[src/common/dosm_pkg.sv]
package dosm_pkg;
	// ------------------------------------------------------------
	// timing
	// ------------------------------------------------------------
	localparam int unsigned CLK_MHZ = 125; // system clock rate
	localparam int unsigned INIT_TIME_NS = 1000; // initialization time
	localparam int unsigned RAMP_TIME_NS = 8000; // normal ramp stop time
	localparam int unsigned FAST_TIME_NS = 2000; // fast stop ramp time
	localparam int unsigned REACT_TIME_NS = 1000; // error response time
	localparam int unsigned INIT_CYC = (INIT_TIME_NS * CLK_MHZ + 999) / 1000;
	localparam int unsigned RAMP_CYC = (RAMP_TIME_NS * CLK_MHZ + 999) / 1000;
	localparam int unsigned FAST_CYC = (FAST_TIME_NS * CLK_MHZ + 999) / 1000;
	localparam int unsigned REACT_CYC = (REACT_TIME_NS * CLK_MHZ + 999) / 1000;
	localparam int unsigned TMR_W = 12; // timer width
	localparam logic [11:0] INIT_CNT = 12'(INIT_CYC);
	localparam logic [11:0] RAMP_CNT = 12'(RAMP_CYC);
	localparam logic [11:0] FAST_CNT = 12'(FAST_CYC);
	localparam logic [11:0] REACT_CNT = 12'(REACT_CYC);
	// ------------------------------------------------------------
	// register offsets (byte addresses)
	// ------------------------------------------------------------
	localparam logic [7:0] ADDR_CTRL = 8'h00; // control word
	localparam logic [7:0] ADDR_STATUS = 8'h04; // drive_status_word
	localparam logic [7:0] ADDR_CFG = 8'h08; // configuration parameters
	localparam logic [7:0] ADDR_ADJ = 8'h0C; // adjustment parameter
	localparam logic [7:0] ADDR_REF = 8'h10; // speed reference
	localparam logic [7:0] ADDR_TUNE = 8'h14; // self-tuning start
	// ------------------------------------------------------------
	// field positions
	// ------------------------------------------------------------
	localparam int unsigned CW_SWITCH_ON = 0;
	localparam int unsigned CW_EN_VOLT = 1;
	localparam int unsigned CW_QSTOP_N = 2; // 0 asks for quick stop
	localparam int unsigned CW_EN_OP = 3;
	localparam int unsigned CW_FRESET = 7;
	localparam int unsigned CW_HALT = 8;
	localparam int unsigned CW_FREEWHEEL = 12; // assignable bit
	localparam int unsigned CFG_DIS_STOP = 0; // disable_op_stop_select
	localparam int unsigned CFG_QS_HOLD = 1; // quick_stop_behaviour
	localparam int unsigned CFG_CONTACTOR = 2; // contactor control used
	localparam int unsigned CFG_REF_CHAN = 3; // channel carries reference
	// ------------------------------------------------------------
	// reset values and responses
	// ------------------------------------------------------------
	localparam logic [15:0] CTRL_RST = 16'h0000;
	localparam logic [3:0] CFG_RST = 4'h0;
	localparam logic [15:0] ADJ_RST = 16'h0000;
	localparam logic [15:0] REF_RST = 16'h0000;
	localparam logic [1:0] RESP_OKAY = 2'h0;
	localparam logic [1:0] RESP_SLVERR = 2'h2;
	localparam logic [1:0] RESP_DECERR = 2'h3;
	typedef enum logic [2:0] {
		ST_NOT_READY,
		ST_SW_DISABLED,
		ST_READY,
		ST_SWITCHED_ON,
		ST_OP_ENABLED,
		ST_QUICK_STOP,
		ST_FAULT_REACT,
		ST_FAULT
	} dosm_state_type;
endpackage

[src/logic/dosm_sync.sv]
`timescale 1ns/1ps
`default_nettype none
// two-flop synchroniser for asynchronous pins
module dosm_sync #(
	parameter int unsigned W = 1
) (
	input wire logic sys_clk_i,
	input wire logic rst_n_i,
	input wire logic [W-1:0] d_i,
	output logic [W-1:0] q_o
);
	logic [W-1:0] meta_reg; // first stage, read by second only

	// ------------------------------------------------------------
	// two stages
	// ------------------------------------------------------------
	always_ff @(posedge sys_clk_i) begin
		if (!rst_n_i) begin
			meta_reg <= '0;
			q_o <= '0;
		end else begin
			meta_reg <= d_i;
			q_o <= meta_reg;
		end
	end
endmodule
`default_nettype wire

[src/logic/dosm_timer.sv]
`timescale 1ns/1ps
`default_nettype none
// down counter, one-cycle pulse when a loaded count has run out
module dosm_timer
	import dosm_pkg::*;
(
	input wire logic sys_clk_i,
	input wire logic rst_n_i,
	input wire logic start_i,
	input wire logic [TMR_W-1:0] count_i,
	output logic expired_o
);
	logic [TMR_W-1:0] cnt_reg; // cycles left, zero when idle

	// ------------------------------------------------------------
	// count; a new start overrides a running count
	// ------------------------------------------------------------
	always_ff @(posedge sys_clk_i) begin
		if (!rst_n_i) begin
			cnt_reg <= '0;
			expired_o <= 1'b0;
		end else if (start_i) begin
			cnt_reg <= count_i;
			expired_o <= 1'b0;
		end else begin
			// pulse in the cycle the last count is used up
			expired_o <= (cnt_reg == TMR_W'(1));
			if (cnt_reg != '0) begin
				cnt_reg <= cnt_reg - TMR_W'(1);
			end
		end
	end
endmodule
`default_nettype wire

[src/logic/dosm_top.sv]
// Notes on behaviour
// initialization state is transient, never reported
// state 2: not ready, locked, no power
// states 2 and 3 accept all parameter writes
// state 3 waits for supply before state 4
// contactor open in states 2 and 3
// state 4: power stage on, contactor closed, locked
// state 4: configuration write returns to state 2
// state 5 unlocks, rejects configuration writes
// zero reference or halt removes motor power
// self-tuning starts only in state 5
// enable operation needs valid channel, reference seen
// stop select 0: state 4 at once, coast
// stop select 1: ramp down, then state 4
// quick stop powered, blocks configuration writes
// stop-then-disable: fast ramp, then state 2
// stop-and-hold: stay until disable, key, freewheel
// error enters reaction state, then fault state
// fault state: power stage off, locked
// state changes on commands or events; status shows
// fault reset acts on rising edge only
// freewheel request moves to state 2
// halt keeps state 5 whatever stop type
// state register three bits, resets to state 1
// fault beats disable voltage and freewheel, which beat quick stop, which beats other commands
`timescale 1ns/1ps
`default_nettype none
module dosm_top
	import dosm_pkg::*;
(
	input wire logic sys_clk_i,
	input wire logic rst_n_i,
	input wire logic [7:0] s_axi_awaddr_i,
	input wire logic s_axi_awvalid_i,
	output logic s_axi_awready_o,
	input wire logic [31:0] s_axi_wdata_i,
	input wire logic [3:0] s_axi_wstrb_i,
	input wire logic s_axi_wvalid_i,
	output logic s_axi_wready_o,
	output logic [1:0] s_axi_bresp_o,
	output logic s_axi_bvalid_o,
	input wire logic s_axi_bready_i,
	input wire logic [7:0] s_axi_araddr_i,
	input wire logic s_axi_arvalid_i,
	output logic s_axi_arready_o,
	output logic [31:0] s_axi_rdata_o,
	output logic [1:0] s_axi_rresp_o,
	output logic s_axi_rvalid_o,
	input wire logic s_axi_rready_i,
	input wire logic power_supply_ok_i,
	input wire logic error_detect_i,
	input wire logic freewheel_in_i,
	input wire logic stop_key_i,
	output logic power_stage_en_o,
	output logic contactor_o,
	output logic drive_unlocked_o,
	output logic motor_power_o,
	output logic autotune_start_o
);
	// ------------------------------------------------------------
	// declarations
	// ------------------------------------------------------------
	dosm_state_type state_reg; // operating state
	dosm_state_type state_next;
	logic ramp_reg; // ramp stop before state 4
	logic ramp_next;
	logic boot_reg; // first cycle after reset
	logic [15:0] ctrl_reg; // control word
	logic [3:0] cfg_reg; // configuration parameters
	logic [15:0] adj_reg; // adjustment parameter
	logic [15:0] ref_reg; // speed reference
	logic ref_seen_reg; // reference written at least once
	logic freset_prev_reg; // fault reset bit, last cycle
	logic [9:0] status_reg; // drive_status_word
	logic [3:0] st_code; // visible state number
	logic aw_held_reg; // write address taken
	logic w_held_reg; // write data taken
	logic [7:0] awaddr_reg;
	logic [31:0] wdata_reg;
	logic [3:0] wstrb_reg;
	logic wr_fire; // both halves present, perform write
	logic wr_ok; // write accepted
	logic [1:0] wr_resp;
	logic cfg_wr; // accepted configuration write
	logic cfg_locked; // configuration writes refused
	logic tmr_start;
	logic [TMR_W-1:0] tmr_count;
	logic tmr_done;
	logic [3:0] pin_s; // synchronised pins
	logic pwr_ok_s;
	logic err_s;
	logic fw_pin_s;
	logic key_s;
	logic so_cmd; // switch on
	logic ev_cmd; // enable voltage
	logic qs_n_cmd; // low for quick stop
	logic eo_cmd; // enable operation
	logic halt_cmd;
	logic fw_req; // freewheel from pin or control word
	logic fr_edge; // fault reset rising edge
	logic chan_ok; // commanding channel valid

	// ------------------------------------------------------------
	// pin synchronisers and timer
	// ------------------------------------------------------------
	dosm_sync #(.W(4)) u_sync (
		.sys_clk_i(sys_clk_i),
		.rst_n_i(rst_n_i),
		.d_i({stop_key_i, freewheel_in_i, error_detect_i, power_supply_ok_i}),
		.q_o(pin_s)
	);
	assign pwr_ok_s = pin_s[0];
	assign err_s = pin_s[1];
	assign fw_pin_s = pin_s[2];
	assign key_s = pin_s[3];

	// one timer serves init, ramps and error response; states never overlap
	dosm_timer u_timer (
		.sys_clk_i(sys_clk_i),
		.rst_n_i(rst_n_i),
		.start_i(tmr_start),
		.count_i(tmr_count),
		.expired_o(tmr_done)
	);

	// ------------------------------------------------------------
	// command decode
	// ------------------------------------------------------------
	assign so_cmd = ctrl_reg[CW_SWITCH_ON];
	assign ev_cmd = ctrl_reg[CW_EN_VOLT];
	assign qs_n_cmd = ctrl_reg[CW_QSTOP_N];
	assign eo_cmd = ctrl_reg[CW_EN_OP];
	assign halt_cmd = ctrl_reg[CW_HALT];
	assign fw_req = fw_pin_s | ctrl_reg[CW_FREEWHEEL];
	assign fr_edge = ctrl_reg[CW_FRESET] & ~freset_prev_reg;
	// reference must have arrived if this channel carries it
	assign chan_ok = ~cfg_reg[CFG_REF_CHAN] | ref_seen_reg;

	// ------------------------------------------------------------
	// next state
	// ------------------------------------------------------------
	always_comb begin
		state_next = state_reg;
		ramp_next = ramp_reg;
		tmr_start = boot_reg;
		tmr_count = INIT_CNT;
		case (state_reg)
			ST_NOT_READY: begin
				// leaves on its own once init time is up
				if (tmr_done) begin
					state_next = ST_SW_DISABLED;
				end
			end
			ST_FAULT_REACT: begin
				if (tmr_done) begin
					state_next = ST_FAULT;
				end
			end
			ST_FAULT: begin
				// reset only once the cause has gone
				if (fr_edge && !err_s) begin
					state_next = ST_SW_DISABLED;
				end
			end
			default: begin
				if (err_s) begin
					// fault takes precedence over any command
					state_next = ST_FAULT_REACT;
					tmr_start = 1'b1;
					tmr_count = REACT_CNT;
				end else begin
					case (state_reg)
						ST_SW_DISABLED: begin
							// shutdown command
							if (ev_cmd && qs_n_cmd && !so_cmd && !fw_req) begin
								state_next = ST_READY;
							end
						end
						ST_READY: begin
							if (!ev_cmd || !qs_n_cmd || fw_req) begin
								state_next = ST_SW_DISABLED;
							end else if (so_cmd && pwr_ok_s) begin
								state_next = ST_SWITCHED_ON;
							end
						end
						ST_SWITCHED_ON: begin
							if (!ev_cmd || !qs_n_cmd || fw_req || cfg_wr) begin
								state_next = ST_SW_DISABLED;
							end else if (!so_cmd) begin
								state_next = ST_READY;
							end else if (eo_cmd && chan_ok) begin
								state_next = ST_OP_ENABLED;
							end
						end
						ST_OP_ENABLED: begin
							if (!ev_cmd || fw_req) begin
								state_next = ST_SW_DISABLED;
							end else if (!qs_n_cmd) begin
								state_next = ST_QUICK_STOP;
								tmr_start = 1'b1;
								tmr_count = FAST_CNT;
							end else if (!so_cmd) begin
								state_next = ST_READY;
							end else if (ramp_reg) begin
								if (tmr_done) begin
									state_next = ST_SWITCHED_ON;
								end
							end else if (!eo_cmd) begin
								if (cfg_reg[CFG_DIS_STOP]) begin
									ramp_next = 1'b1;
									tmr_start = 1'b1;
									tmr_count = RAMP_CNT;
								end else begin
									state_next = ST_SWITCHED_ON;
								end
							end
						end
						ST_QUICK_STOP: begin
							if (!ev_cmd || fw_req || key_s) begin
								state_next = ST_SW_DISABLED;
							end else if (tmr_done && !cfg_reg[CFG_QS_HOLD]) begin
								state_next = ST_SW_DISABLED;
							end
						end
						default: begin
							state_next = state_reg;
						end
					endcase
				end
			end
		endcase
		// ramp flag only lives inside state 5
		if (state_next != ST_OP_ENABLED) begin
			ramp_next = 1'b0;
		end
	end

	// ------------------------------------------------------------
	// state registers
	// ------------------------------------------------------------
	always_ff @(posedge sys_clk_i) begin
		if (!rst_n_i) begin
			state_reg <= ST_NOT_READY;
			ramp_reg <= 1'b0;
			boot_reg <= 1'b1;
			freset_prev_reg <= 1'b0;
		end else begin
			state_reg <= state_next;
			ramp_reg <= ramp_next;
			boot_reg <= 1'b0;
			freset_prev_reg <= ctrl_reg[CW_FRESET];
		end
	end

	// ------------------------------------------------------------
	// power outputs, one cycle behind the state
	// ------------------------------------------------------------
	always_ff @(posedge sys_clk_i) begin
		if (!rst_n_i) begin
			power_stage_en_o <= 1'b0;
			contactor_o <= 1'b0;
			drive_unlocked_o <= 1'b0;
			motor_power_o <= 1'b0;
		end else begin
			// off in states 1, 2, 3, 7, 8
			power_stage_en_o <= state_reg inside {ST_SWITCHED_ON, ST_OP_ENABLED,
				ST_QUICK_STOP};
			contactor_o <= cfg_reg[CFG_CONTACTOR] && (state_reg inside
				{ST_SWITCHED_ON, ST_OP_ENABLED, ST_QUICK_STOP});
			drive_unlocked_o <= state_reg inside {ST_OP_ENABLED,
				ST_QUICK_STOP};
			// quick stop keeps power for the fast ramp
			motor_power_o <= (state_reg == ST_QUICK_STOP) ||
				((state_reg == ST_OP_ENABLED) && !halt_cmd &&
				(ref_reg != 16'h0000));
		end
	end

	// ------------------------------------------------------------
	// status word
	// ------------------------------------------------------------
	always_comb begin
		case (state_reg)
			ST_NOT_READY: st_code = 4'h0; // hidden while initialising
			ST_SW_DISABLED: st_code = 4'h2;
			ST_READY: st_code = 4'h3;
			ST_SWITCHED_ON: st_code = 4'h4;
			ST_OP_ENABLED: st_code = 4'h5;
			ST_QUICK_STOP: st_code = 4'h6;
			ST_FAULT_REACT: st_code = 4'h7;
			ST_FAULT: st_code = 4'h8;
			default: st_code = 4'h0;
		endcase
	end

	always_ff @(posedge sys_clk_i) begin
		if (!rst_n_i) begin
			status_reg <= 10'h000;
		end else begin
			status_reg <= {motor_power_o, contactor_o, halt_cmd, pwr_ok_s,
				ref_seen_reg, ramp_reg, st_code};
		end
	end

	// ------------------------------------------------------------
	// axi write channels
	// ------------------------------------------------------------
	assign wr_fire = aw_held_reg && w_held_reg && !s_axi_bvalid_o;
	assign wr_ok = wr_fire && (wr_resp == RESP_OKAY);
	// configuration locked while running, stopping or reacting
	assign cfg_locked = state_reg inside {ST_OP_ENABLED, ST_QUICK_STOP,
		ST_FAULT_REACT};

	// decode and answer for the pending write
	always_comb begin
		wr_resp = RESP_OKAY;
		cfg_wr = 1'b0;
		case (awaddr_reg)
			ADDR_CTRL, ADDR_ADJ, ADDR_REF: begin
				wr_resp = RESP_OKAY; // adjustment always accepted
			end
			ADDR_CFG: begin
				if (cfg_locked) begin
					wr_resp = RESP_SLVERR;
				end else begin
					cfg_wr = wr_fire;
				end
			end
			ADDR_TUNE: begin
				if (state_reg != ST_OP_ENABLED) begin
					wr_resp = RESP_SLVERR;
				end
			end
			ADDR_STATUS: begin
				wr_resp = RESP_SLVERR; // read only
			end
			default: begin
				wr_resp = RESP_DECERR;
			end
		endcase
	end

	// address and data accepted in either order
	always_ff @(posedge sys_clk_i) begin
		if (!rst_n_i) begin
			aw_held_reg <= 1'b0;
			s_axi_awready_o <= 1'b1;
			awaddr_reg <= 8'h00;
		end else if (s_axi_awvalid_i && s_axi_awready_o) begin
			aw_held_reg <= 1'b1;
			s_axi_awready_o <= 1'b0;
			awaddr_reg <= s_axi_awaddr_i;
		end else if (wr_fire) begin
			aw_held_reg <= 1'b0;
		end else if (s_axi_bvalid_o && s_axi_bready_i) begin
			s_axi_awready_o <= 1'b1;
		end
	end

	always_ff @(posedge sys_clk_i) begin
		if (!rst_n_i) begin
			w_held_reg <= 1'b0;
			s_axi_wready_o <= 1'b1;
			wdata_reg <= 32'h0000_0000;
			wstrb_reg <= 4'h0;
		end else if (s_axi_wvalid_i && s_axi_wready_o) begin
			w_held_reg <= 1'b1;
			s_axi_wready_o <= 1'b0;
			wdata_reg <= s_axi_wdata_i;
			wstrb_reg <= s_axi_wstrb_i;
		end else if (wr_fire) begin
			w_held_reg <= 1'b0;
		end else if (s_axi_bvalid_o && s_axi_bready_i) begin
			s_axi_wready_o <= 1'b1;
		end
	end

	// response held until the master takes it
	always_ff @(posedge sys_clk_i) begin
		if (!rst_n_i) begin
			s_axi_bvalid_o <= 1'b0;
			s_axi_bresp_o <= RESP_OKAY;
		end else if (wr_fire) begin
			s_axi_bvalid_o <= 1'b1;
			s_axi_bresp_o <= wr_resp;
		end else if (s_axi_bready_i) begin
			s_axi_bvalid_o <= 1'b0;
		end
	end

	// ------------------------------------------------------------
	// software registers, byte lanes honoured
	// ------------------------------------------------------------
	always_ff @(posedge sys_clk_i) begin
		if (!rst_n_i) begin
			ctrl_reg <= CTRL_RST;
			cfg_reg <= CFG_RST;
			adj_reg <= ADJ_RST;
			ref_reg <= REF_RST;
			ref_seen_reg <= 1'b0;
		end else if (wr_ok) begin
			for (int b = 0; b < 2; b++) begin
				if (wstrb_reg[b]) begin
					case (awaddr_reg)
						ADDR_CTRL: ctrl_reg[b*8 +: 8] <= wdata_reg[b*8 +: 8];
						ADDR_ADJ: adj_reg[b*8 +: 8] <= wdata_reg[b*8 +: 8];
						ADDR_REF: ref_reg[b*8 +: 8] <= wdata_reg[b*8 +: 8];
						default: begin
						end
					endcase
				end
			end
			if (cfg_wr && wstrb_reg[0]) begin
				cfg_reg <= wdata_reg[3:0];
			end
			if (awaddr_reg == ADDR_REF) begin
				ref_seen_reg <= 1'b1;
			end
		end
	end

	// self-tuning start pulse
	always_ff @(posedge sys_clk_i) begin
		if (!rst_n_i) begin
			autotune_start_o <= 1'b0;
		end else begin
			autotune_start_o <= wr_ok && (awaddr_reg == ADDR_TUNE) &&
				wdata_reg[0];
		end
	end

	// ------------------------------------------------------------
	// axi read channel
	// ------------------------------------------------------------
	always_ff @(posedge sys_clk_i) begin
		if (!rst_n_i) begin
			s_axi_arready_o <= 1'b1;
			s_axi_rvalid_o <= 1'b0;
			s_axi_rdata_o <= 32'h0000_0000;
			s_axi_rresp_o <= RESP_OKAY;
		end else if (s_axi_arvalid_i && s_axi_arready_o) begin
			s_axi_arready_o <= 1'b0;
			s_axi_rvalid_o <= 1'b1;
			s_axi_rresp_o <= RESP_OKAY;
			case (s_axi_araddr_i)
				ADDR_CTRL: s_axi_rdata_o <= {16'h0000, ctrl_reg};
				ADDR_STATUS: s_axi_rdata_o <= {22'h000000, status_reg};
				ADDR_CFG: s_axi_rdata_o <= {28'h0000000, cfg_reg};
				ADDR_ADJ: s_axi_rdata_o <= {16'h0000, adj_reg};
				ADDR_REF: s_axi_rdata_o <= {16'h0000, ref_reg};
				ADDR_TUNE: s_axi_rdata_o <= 32'h0000_0000;
				default: begin
					s_axi_rdata_o <= 32'h0000_0000;
					s_axi_rresp_o <= RESP_DECERR;
				end
			endcase
		end else if (s_axi_rvalid_o && s_axi_rready_i) begin
			s_axi_rvalid_o <= 1'b0;
			s_axi_arready_o <= 1'b1;
		end
	end
endmodule
`default_nettype wire
[config.mk]
export PLATFORM = sky130hd
export DESIGN_NAME = dosm_top
export DESIGN_NICKNAME = d
export VERILOG_FILES = /design/src/common/dosm_pkg.sv /design/src/logic/dosm_sync.sv /design/src/logic/dosm_timer.sv /design/src/logic/dosm_top.sv
export SDC_FILE = /design/constraint.sdc
export NUM_CORES = 1
export LEC_CHECK = 0
export BUFFER_PORTS_ARGS = -buffer_cell sky130_fd_sc_hd__buf_2
export CAP_MARGIN = 20
export CORE_AREA = 2 2 163 165
export CTS_CLUSTER_DIAMETER = 200
export CTS_CLUSTER_SIZE = 40
export DETAILED_ROUTE_END_ITERATION = 10
export DIE_AREA = 0 0 165 167
export GPL_TIMING_DRIVEN = 0
export PLACE_DENSITY = 0.43
export SYNTH_ARGS = -nofsm -noshare
export SYNTH_HDL_FRONTEND = slang
export SYNTH_SLANG_ARGS = --single-unit
[constraint.sdc]
create_clock -name sys_clk_i -period 2.16 [get_ports sys_clk_i]
set_clock_uncertainty 0.1 [all_clocks]
set_input_delay 0.432 -clock sys_clk_i [delete_from_list [all_inputs] [get_ports sys_clk_i]]
set_output_delay 0.432 -clock sys_clk_i [all_outputs]
set_load 0.02 [all_outputs]
* Yosys cells after proc, flatten, opt, wreduce, memory -nomap -nowiden
Memories as Yosys holds them, arrays and structs flattened. A register that Yosys moved wholly into a read port is not among the register bits.
Index checks and enable logic that the tools add are counted.
** Word-level totals
- Flip-flop bits (word level) :: 164
- Bits in latches :: 0
- Bits in writable memories :: 0
- Bits in read-only memories :: 32
- Input port bits :: 63
- Output and inout bits :: 46
- Memories kept :: 1
** Memories
- (no name shown) :: depth 8, width 4, read ports 1, clocked after Yosys merged registers in 1, wr ports 0, RTL line dosm_top.sv:283 : case (state_reg)
** Operators by class
- $add $sub $neg :: 1
- $mul :: 0
- Divide/modulo/power cells :: 0
- Magnitude comparators :: 0
- Equality and inequality tests :: 22
- Shift-type cells :: 0
- Multiplexer cells :: 65
- Bitwise logic cells :: 9
- Reductions and logical operators :: 68
** Operators by type and width (number)
- 10-bit two-way mux :: 9
- 16-bit case mux with 5 select lines :: 1
- 3-bit two-way mux :: 19
- 8-bit by 4-bit == test with 1-bit output, second input constant :: 4
- 8-bit by 5-bit == test with 1-bit output, second input constant :: 4
- 1-bit two-way mux :: 28
- 12-bit two-way mux :: 2
- 1-bit logical AND :: 21
- 3-bit AND reduction :: 6
- 8-bit by 3-bit == test with 1-bit output, second input constant :: 2
- 8-bit zero test :: 2
- 16-bit nonzero test :: 1
- 2-bit nonzero test :: 8
- 3-bit case mux with 5 select lines :: 1
- 12-bit by 1-bit == test with 1-bit output, second input constant :: 1
- 3-bit == test, second input constant :: 4
- 12-bit nonzero test :: 1
- 12-bit by 1-bit subtractor with 12-bit output, second input constant :: 1
- 1-bit zero test :: 9
- 3-bit case mux with 3 select lines :: 1
- 2-bit case mux with 4 select lines :: 1
- 2-bit AND reduction :: 4
- 3-bit by 2-bit == test with 1-bit output, second input constant :: 2
- 1-bit logical OR :: 6
- 14 further kinds :: 27

* Longest topological paths before layout
Gate-level depths: netlist of run 1.
- Depth after elaboration :: 11
- Mapped depth :: 10
- Gate-level depth less buffers :: 8

* By module
A second synthesis of run 1 with hierarchy kept.
** Second synthesis, totals
- Cells, all modules :: 768
- Area total of the unflattened synthesis :: 6424.9 um2
** Modules (own cells, without submodules)
- dosm_top :: instances 1, cells each 663, area an instance 5474.0 um2, sequential area each 2522.4 um2
- dosm_timer :: instances 1, cells each 89, area an instance 740.7 um2, sequential area each 260.2 um2
- dosm_sync :: instances 1, cells each 16, area an instance 210.2 um2, sequential area each 160.2 um2

* Worst setup path after synthesis of run 1
OpenSTA, ideal clock, no wires.
- Kind :: flip-flop to flip-flop
- From :: register state_reg[0]
- To :: register u_timer.cnt_reg[4]
- Library setup time :: 132 ps
- Arrival :: 2123 ps
- Data required time :: 1928 ps
- Setup slack :: -196 ps
- Cell stages (with the launch flop) :: 9
- Buffers on the path :: 0
- Clock period less this slack :: 2356 ps
- Path through :: dfxtp_1 > inv_1 > ha_1 > or2_1 > a211oi_1 > nand3_1 > or2_2 > nand2_1 > a21oi_1
** On the way
- Word-level cells in the longest chain between the ends :: 5
** Ends and longest elaborated chain
- start, declared :: RTL line dosm_top.sv:63 : dosm_state_type state_reg;
- start signal, assigned :: RTL line dosm_top.sv:248 : state_reg <= state_next;
- 3-bit == test :: RTL line dosm_top.sv:172 : case (state_reg)
- 10-bit two-way mux or 1-bit two-way mux (tied branches) :: RTL line dosm_top.sv:172
- 10-bit two-way mux or 1-bit two-way mux (tied branches) :: RTL line dosm_top.sv:166 : if (err_s) begin
- 10-bit two-way mux or 1-bit two-way mux (tied branches) :: RTL line dosm_top.sv:147 : case (state_reg)
- 12-bit two-way mux or 2-bit nonzero test (tied branches)
- end signal, assigned :: RTL line dosm_timer.sv:23 : cnt_reg <= count_i;
- end signal, assigned :: RTL line dosm_timer.sv:29 : cnt_reg <= cnt_reg - TMR_W'(1);
- end, declared :: RTL line dosm_timer.sv:13 : logic [TMR_W-1:0] cnt_reg;
Several ways; a longest one is shown, not always the timed one.
A chain may end at the register's enable or synchronous reset.

* Worst setup path in the final report of run 1
- From :: register awaddr_reg[1]
- To :: register adj_reg[10]
** On the way
- Word-level cells in the longest chain between the ends :: 6
** Ends and longest elaborated chain
- start, declared :: RTL line dosm_top.sv:78 : logic [7:0] awaddr_reg;
- start signal, assigned :: RTL line dosm_top.sv:352 : awaddr_reg <= s_axi_awaddr_i;
- 8-bit by 5-bit == test with 1-bit output (tied with other cells) :: RTL line dosm_top.sv:318 : case (awaddr_reg)
- 3-bit OR reduction :: RTL line dosm_top.sv:318
- 2-bit case mux with 4 select lines :: RTL line dosm_top.sv:318
- 2-bit zero test :: RTL line dosm_top.sv:309 : assign wr_ok = wr_fire && (wr_resp == RESP_OKAY);
- 1-bit logical AND :: RTL line dosm_top.sv:309
- 3-bit AND reduction (no line) (*)
- end signal, assigned by index :: RTL line dosm_top.sv:406 : ADDR_ADJ: adj_reg[b*8 +: 8] <= wdata_reg[b*8 +: 8];
- end, declared :: RTL line dosm_top.sv:70 : logic [15:0] adj_reg;
Every way passes the cells marked *; elsewhere a longest branch is shown, timed or not.

==> reports/metrics.cfg, run 1 <==
[clocking]
clock_sink_count = 147
worst_skew_pair.late_latency_ps = 420
clockBufferDepth = 2
htree_num_levels = 4
cts_made_buffers = 17
holdBufCountCts = 0
clock_tree_from_tritoncts = done
clk_root_buffer_cell = clkbuf_16
cts.reportedPaths.clkPinSlew_ps = 60

[synthesis]
synth_top_family_by_area = simple AND/OR/NAND/NOR gates
seq_area_frac_synth_pct = 46.5
synth_simple_gate_area_share_pct = 25.4
post_synth_fa_ha_maj_area_fraction_pct = 1.38
netlist-cell-type-count = 57
synth_seq_cells = 147
synthFlopType = dfxtp_1
synth.area.mux_share_pct = 4.27
async_flop_share_pct = 0
synth_area_per_cell_um2 = 8.17
synth.cell_area_um2 = 6330
post_synth_xor_area_fraction_pct = 0.830
syn_inst = 775
synth_edf_count = 0
yosysWarnings = 0
synth-compound-area-share_pct = 16.1

[timing]
setup-violations-final = 18
layout_setup_ws_ps = -52.7
slew-limit-headroom_pct = 42.0
report.final.hold_viol_count = 0
maxSlewViolCount = 0
fin_crit_ps = 2210
finalCritPeriodShare_pct = 102
setup-tns-final_ps = -584
fin_hold_ws_ps = 117
setup_repair_after_global_routing_missed_its_margin = yes
max_clock_freq_mhz = 452
transition_at_the_pin_with_the_smallest_max_transition_slack_ps = 870

[detailed_routing]
drt-total-wl_um = 20600
avgViaCountPerCell = 4.65
routedWlPerCell_um = 16.6
detail_route.first_pass.iterations = 7
ant_nets = 0
drc = 0
num_vias = 5775
drtIter0Drc = 354

[final_layout]
final_layout_size_suffix_gt1_share_pct = 23.7
filler_cell_count = 2737
antenna_cells = 0
flow.area_growth_from_synthesis_pct = 29.4
layout_common_cells = 145 x nand2_1, 142 x dfxtp_1, 92 x a21oi_1, 75 x buf_2, 52 x nor2_1
finalNetCount = 967
mostFrequentLayoutCell = nand2_1

[floorplanning]
core_area_um2 = 25800
io_pins = 109
die_w_um = 165
rows = 59
initial_core_util_pct = 24.6
design.die.area_um2 = 27600
die_height_um = 167

[worst_setup_path]
depth_of_the_most_critical_reg_to_reg_path = 6
setup.worst_path.class = reg -> reg
worst_path_cell_chain = or4_4 -> or3_4 -> nor2_4 -> and4_4 -> nand2_1 -> a21oi_1
critical_path.endpoint_type = flop
max_stage_delay_ps = 570
worstSetupStartpointType = flop
cp.required_ps = 2410
critPathSlowestCell = or4_4
worst-path-max-fanout = 8
arrival_time_of_the_worst_setup_path_ps = 2460

[placed_design]
io_buffers = 73
post-dp-hpwl_um = 14900
gp_routability_congestion = 0.816
place_worst_setup_slack_ps = -565

[global_routing]
grt_remaining_overflow = 0
grt_antenna_before_repair = 0
groute.usage.overall_pct = 15.1
grt_pass1_wl_um = 31600
first_global_vias = 5469
grt_start_max_net_pins = 17

[pwr]
powerDensity_nw_per_um2 = 859
fin_total_pwr_mw = 7.03
vdd.ir_drop.worst_mv = 0.402
p_leak_nw = 3.10

[flow_run]
cap_violations = 0

[run_status]
failed_checks = setup timing
status = complete, but fails checks

[worst_hold_path]
hold_path_depth = 2
worstHoldPathType = in -> reg

synthesized netlist by cell type (2+ instances only):
master,n,area [um2]
a221oi_1,7,61.3
nor2_1,55,206
nand2b_1,10,62.6
o21a_1,2,15.0
a31oi_1,7,43.8
nand3_1,35,175
o21ai_0,33,165
o31ai_1,2,15.0
xnor2_1,5,43.8
nand2_1,159,597
dfxtp_1,147,2940
buf_4,18,135
mux4_2,4,90.1
nor4b_1,2,17.5
nor3b_1,3,22.5
nand3b_1,2,15.0
nand4_1,6,37.5
nor4_1,9,56.3
a21oi_1,100,500
and2_1,22,138
or3_1,4,25.0
nor3_1,12,60.1
a211oi_1,4,30.0
mux2i_1,18,180
nor2b_1,4,25.0
inv_1,14,52.6
buf_2,5,25.0
a222oi_1,6,60.1
o211ai_1,3,22.5
clkbuf_1,34,128
ha_1,7,87.6
or2_2,2,12.5
and3_1,6,37.5
a22oi_1,5,37.5
worst max-delay path: cells and delay by family, from the launching register on:
| kind | cells | cell delay (ps) |
|---|---|---|
| AOI/OAI and AO/OA | 1 | 130 |
| and+or+nand+nor | 5 | 1590 |
| DFF | 1 | 310 |
repair_timing:
action | CTS | global route
buffers inserted | 7 | 10
resized for setup | 37 | 53
endpoints found under the setup margin | 75 | 64
pin swaps | 15 | 22
hold endpoints to repair | 0 | 0
gates cloned | 0 | 1
worst paths after layout:
check / slack (ps) / to / startpoint
hold / removal: 120 / u_sync.meta_reg[0]$_SDFF_PN0_ / power_supply_ok_i
setup reg to reg: -50 / adj_reg[10]$_SDFFE_PN0P_ / awaddr_reg[1]$_SDFFE_PN0P_
hold reg to reg: 330 / u_sync.q_o[1]$_SDFF_PN0_ / u_sync.meta_reg[1]$_SDFF_PN0_
setup / recovery: -50 / adj_reg[10]$_SDFFE_PN0P_ / awaddr_reg[1]$_SDFFE_PN0P_
per-stage QoR:
step	area [um2]	std cells	util (%)
floorplan	6390	790	-
global placement	7180	1198	27.9
detailed placement	7180	1199	27.9
CTS	7960	1235	30.9
global route	8190	1243	31.8
finish	8190	1243	31.8
power by group:
part	switching [mW]	internal, mW	total [mW]
logic	0.603	0.434	1.04
registers	0.135	2.82	2.95
clock network	1.15	1.89	3.04
total	1.89	5.14	7.03
final cells by class:
type | instances | area (um2) | area share [%]
plain buffers | 53 | 302 | 3.68
flip-flops and latches | 147 | 2950 | 36.1
multi-input cells | 571 | 3340 | 40.8
clock buffers | 21 | 470 | 5.74
clock inverters | 9 | 130 | 1.59
repair buffers | 92 | 517 | 6.31
well taps | 335 | 419 | 5.12
inverters | 15 | 61.3 | 0.748
metal layers:
| layer | track usage [%] | share of wire (%) | vias to the layer above |
|---|---|---|---|
| met1 | 23.0 | 52 | 2704 |
| met3 | 2.52 | 3.9 | 13 |
| met2 | 21.5 | 43 | 135 |
| li1 | - | - | 2923 |
| met5 | 0 | 0 | - |
| met4 | 4.84 | 1.4 | 0 |
logic make-up (layout without fill, tap and decap cells):
logic type      count (synthesis)  in the layout
compound gates                177            177
xor+xnor                        6              6
fa+ha+maj                       7              7
buf+inv                        72            190
flops                         147            147
mux                            22             22
other cells                     1             16
simple gates                  343            343
(Power assumes the default switching activity.)
==> run 2: changes to the inputs <==
--- a/config.mk
+++ b/config.mk
@@ -13,7 +13,7 @@
 export DETAILED_ROUTE_END_ITERATION = 10
 export DIE_AREA = 0 0 165 167
 export GPL_TIMING_DRIVEN = 0
-export PLACE_DENSITY = 0.43
+export PLACE_DENSITY = 0.4
 export SYNTH_ARGS = -nofsm -noshare
 export SYNTH_HDL_FRONTEND = slang
 export SYNTH_SLANG_ARGS = --single-unit
==> reports/metrics.cfg, run 2 (same netlist as run 1, synthesis figures left out) <==
[pwr]
clock_power_share_pct = 42.0  ; -1.3 points
p_int_mw = 4.98  ; -3.3%
comb_power_share_pct = 15.6  ; +0.9 points
seqPwrFrac_pct = 42.4  ; +0.4 points
vdd.ir_drop.worst_mv = 0.382  ; -5.1%
fin_total_pwr_mw = 6.93  ; -1.5%
netSwitchingFraction_pct = 28.2  ; +1.3 points
total_switching_power_mw = 1.95  ; +3.4%
p_leak_nw = 3.20  ; +3.1%
powerDensity_nw_per_um2 = 833  ; -3.0%

[worst_setup_path]
worstSetupStartpointType = flop
cp.required_ps = 2410  ; about the same
worst-path-max-fanout = 8  ; unchanged
critPathSlowestCell = or4_4
depth_of_the_most_critical_reg_to_reg_path = 7  ; +1
arrival_time_of_the_worst_setup_path_ps = 2450  ; about the same
max_stage_delay_ps = 530  ; -40 ps
critical_path.endpoint_type = flop
critical_path.reg2reg.endpoint = adj_reg[10]$_SDFFE_PN0P_
r2r_start = awaddr_reg[7]$_SDFFE_PN0P_
rrSetupSlack_ps = -40  ; +20 ps
worst_path_cell_chain = or4_4 -> or3_4 -> nor2_4 -> and4_1 -> buf_6 -> nand2_1 -> a21oi_1
setup.worst_path.class = reg -> reg

[clocking]
htree_num_levels = 4  ; unchanged
holdBufCountCts = 0  ; unchanged
clock_tree_from_tritoncts = done
clockBufferDepth = 2  ; unchanged
cts.reportedPaths.clkPinSlew_ps = 70  ; about the same
cts_made_buffers = 17  ; unchanged
clock_sink_count = 147  ; unchanged
clk_root_buffer_cell = clkbuf_16
worst_skew_pair.late_latency_ps = 420  ; about the same

[timing]
report.final.hold_viol_count = 0  ; unchanged
setup-tns-final_ps = -269  ; +314 ps
layout_setup_ws_ps = -36.7  ; +16.0 ps
max_clock_freq_mhz = 455  ; +0.73%
transition_at_the_pin_with_the_smallest_max_transition_slack_ps = 877  ; +6.83 ps
setup_repair_after_global_routing_missed_its_margin = yes
finalCritPeriodShare_pct = 102  ; -0.74 points
fin_hold_ws_ps = 112  ; -4.63 ps
fin_crit_ps = 2200  ; -16.0 ps
maxSlewViolCount = 0  ; unchanged
setup-violations-final = 14  ; -4
slew-limit-headroom_pct = 41.6  ; -0.46 points

[detailed_routing]
routedWlPerCell_um = 16.7  ; +0.63%
drtIter0Drc = 331  ; -6.5%
drt-total-wl_um = 20900  ; +1.5%
avgViaCountPerCell = 4.63  ; -0.33%
ant_nets = 0  ; unchanged
detail_route.first_pass.iterations = 5  ; -2
num_vias = 5807  ; +0.55%
drc = 0  ; unchanged

[placed_design]
io_buffers = 73  ; unchanged
dpl_cell_area_um2 = 7180  ; unchanged
post-dp-hpwl_um = 15100  ; +1.5%
place_inst = 1199  ; unchanged
gp_routability_congestion = 0.809  ; -0.86%
place_worst_setup_slack_ps = -629  ; -63.8 ps

[global_routing]
first_global_vias = 5588  ; +2.2%
groute.usage.overall_pct = 15.3  ; +0.19 points
grt_pass1_wl_um = 32300  ; +1.9%
grt_antenna_before_repair = 0  ; unchanged
grt_start_max_net_pins = 17  ; unchanged
grt_remaining_overflow = 0  ; unchanged

[floorplanning]
design.die.area_um2 = 27600  ; unchanged
die_w_um = 165  ; unchanged
core_area_um2 = 25800  ; unchanged
rows = 59  ; unchanged
die_height_um = 167  ; unchanged
io_pins = 109  ; unchanged
initial_core_util_pct = 24.6  ; unchanged

[worst_hold_path]
hold_path_depth = 2  ; unchanged
worstHoldPathType = in -> reg
holdCritStartpoint = power_supply_ok_i
holdPathEnd = u_sync.meta_reg[0]$_SDFF_PN0_

[final_layout]
finalNetCount = 976  ; +0.93%
final_layout_size_suffix_gt1_share_pct = 25.9  ; +2.2 points
layoutNonFillerInstCount = 1254  ; +0.88%
layout_common_cells = 143 x dfxtp_1, 135 x nand2_1, 86 x a21oi_1, 76 x buf_2, 54 x nor2_1
antenna_cells = 0  ; unchanged
postLayoutCoreUtil_pct = 32.3  ; +0.50 points
flow.area_growth_from_synthesis_pct = 31.4
final_std_cell_area_no_fill_um2 = 8320  ; +1.6%
mostFrequentLayoutCell = dfxtp_1

[run_status]
failed_checks = setup timing
status = complete, but fails checks

[flow_run]
cap_violations = 0  ; unchanged

==> run 2: timing repair <==
action,4_1_cts,5_1_grt
gates resized for setup,39,70
endpoints found under the setup margin,74,67
setup buffers,13,10
gates cloned,0,2
pin swaps,16,39
==> run 2: how the worst max path moves through the flow <==
stage,start,to,slack [ps],cells after the start
floorplan,state_reg[0]$_SDFF_PN0_,u_timer.cnt_reg[4]$_SDFFE_PN0P_,80,8
global placement,state_reg[1]$_SDFF_PN0_,u_timer.expired_o$_SDFF_PP0_,-670,10
detailed placement,state_reg[1]$_SDFF_PN0_,u_timer.cnt_reg[11]$_SDFFE_PN0P_,-630,10
CTS,awaddr_reg[7]$_SDFFE_PN0P_,ctrl_reg[2]$_SDFFE_PN0P_,-100,6
global route,awaddr_reg[7]$_SDFFE_PN0P_,ctrl_reg[2]$_SDFFE_PN0P_,-140,7
finish,awaddr_reg[7]$_SDFFE_PN0P_,adj_reg[10]$_SDFFE_PN0P_,-40,7
==> run 2: per-layer routing <==
metal / global-route usage, % / share of wire [%] / vias to the layer above
li1: - / - / 2945
met1: 23.1 / 52 / 2705
met2: 22.3 / 43 / 137
met3: 2.32 / 4.1 / 20
met4: 4.57 / 1.5 / 0
met5: 0 / 0 / -
==> run 2: cell type report <==
| cell class | instances | area (um2) |
|---|---|---|
| tap | 335 | 419 |
| clock buffer | 20 | 437 |
| inverter | 15 | 56.3 |
| multi-input combinational | 571 | 3390 |
| sequential | 147 | 2950 |
| buffer | 55 | 335 |
| clock inverter | 12 | 133 |
| fill | 2788 | 17400 |
| timing repair buffer | 99 | 601 |
==> run 2: power by group through the flow <==
| stage | combinational, mW | clock, mW | sequential (mW) |
|---|---|---|---|
| floorplan | 0.600 | 0 | 2.96 |
| finish | 1.08 | 2.91 | 2.93 |
| CTS | 0.998 | 2.98 | 2.94 |
| detailed placement | 0.863 | 0 | 2.99 |
| global route | 1.19 | 3.09 | 2.95 |
| global placement | 0.872 | 0 | 2.99 |
==> run 2: worst max-delay path, delay by kind of cell (launching register included) <==
kind            cells  cell delay (ps)
compound gates      1              120
simple gates        5             1430
buf+inv             1              140
flops               1              320
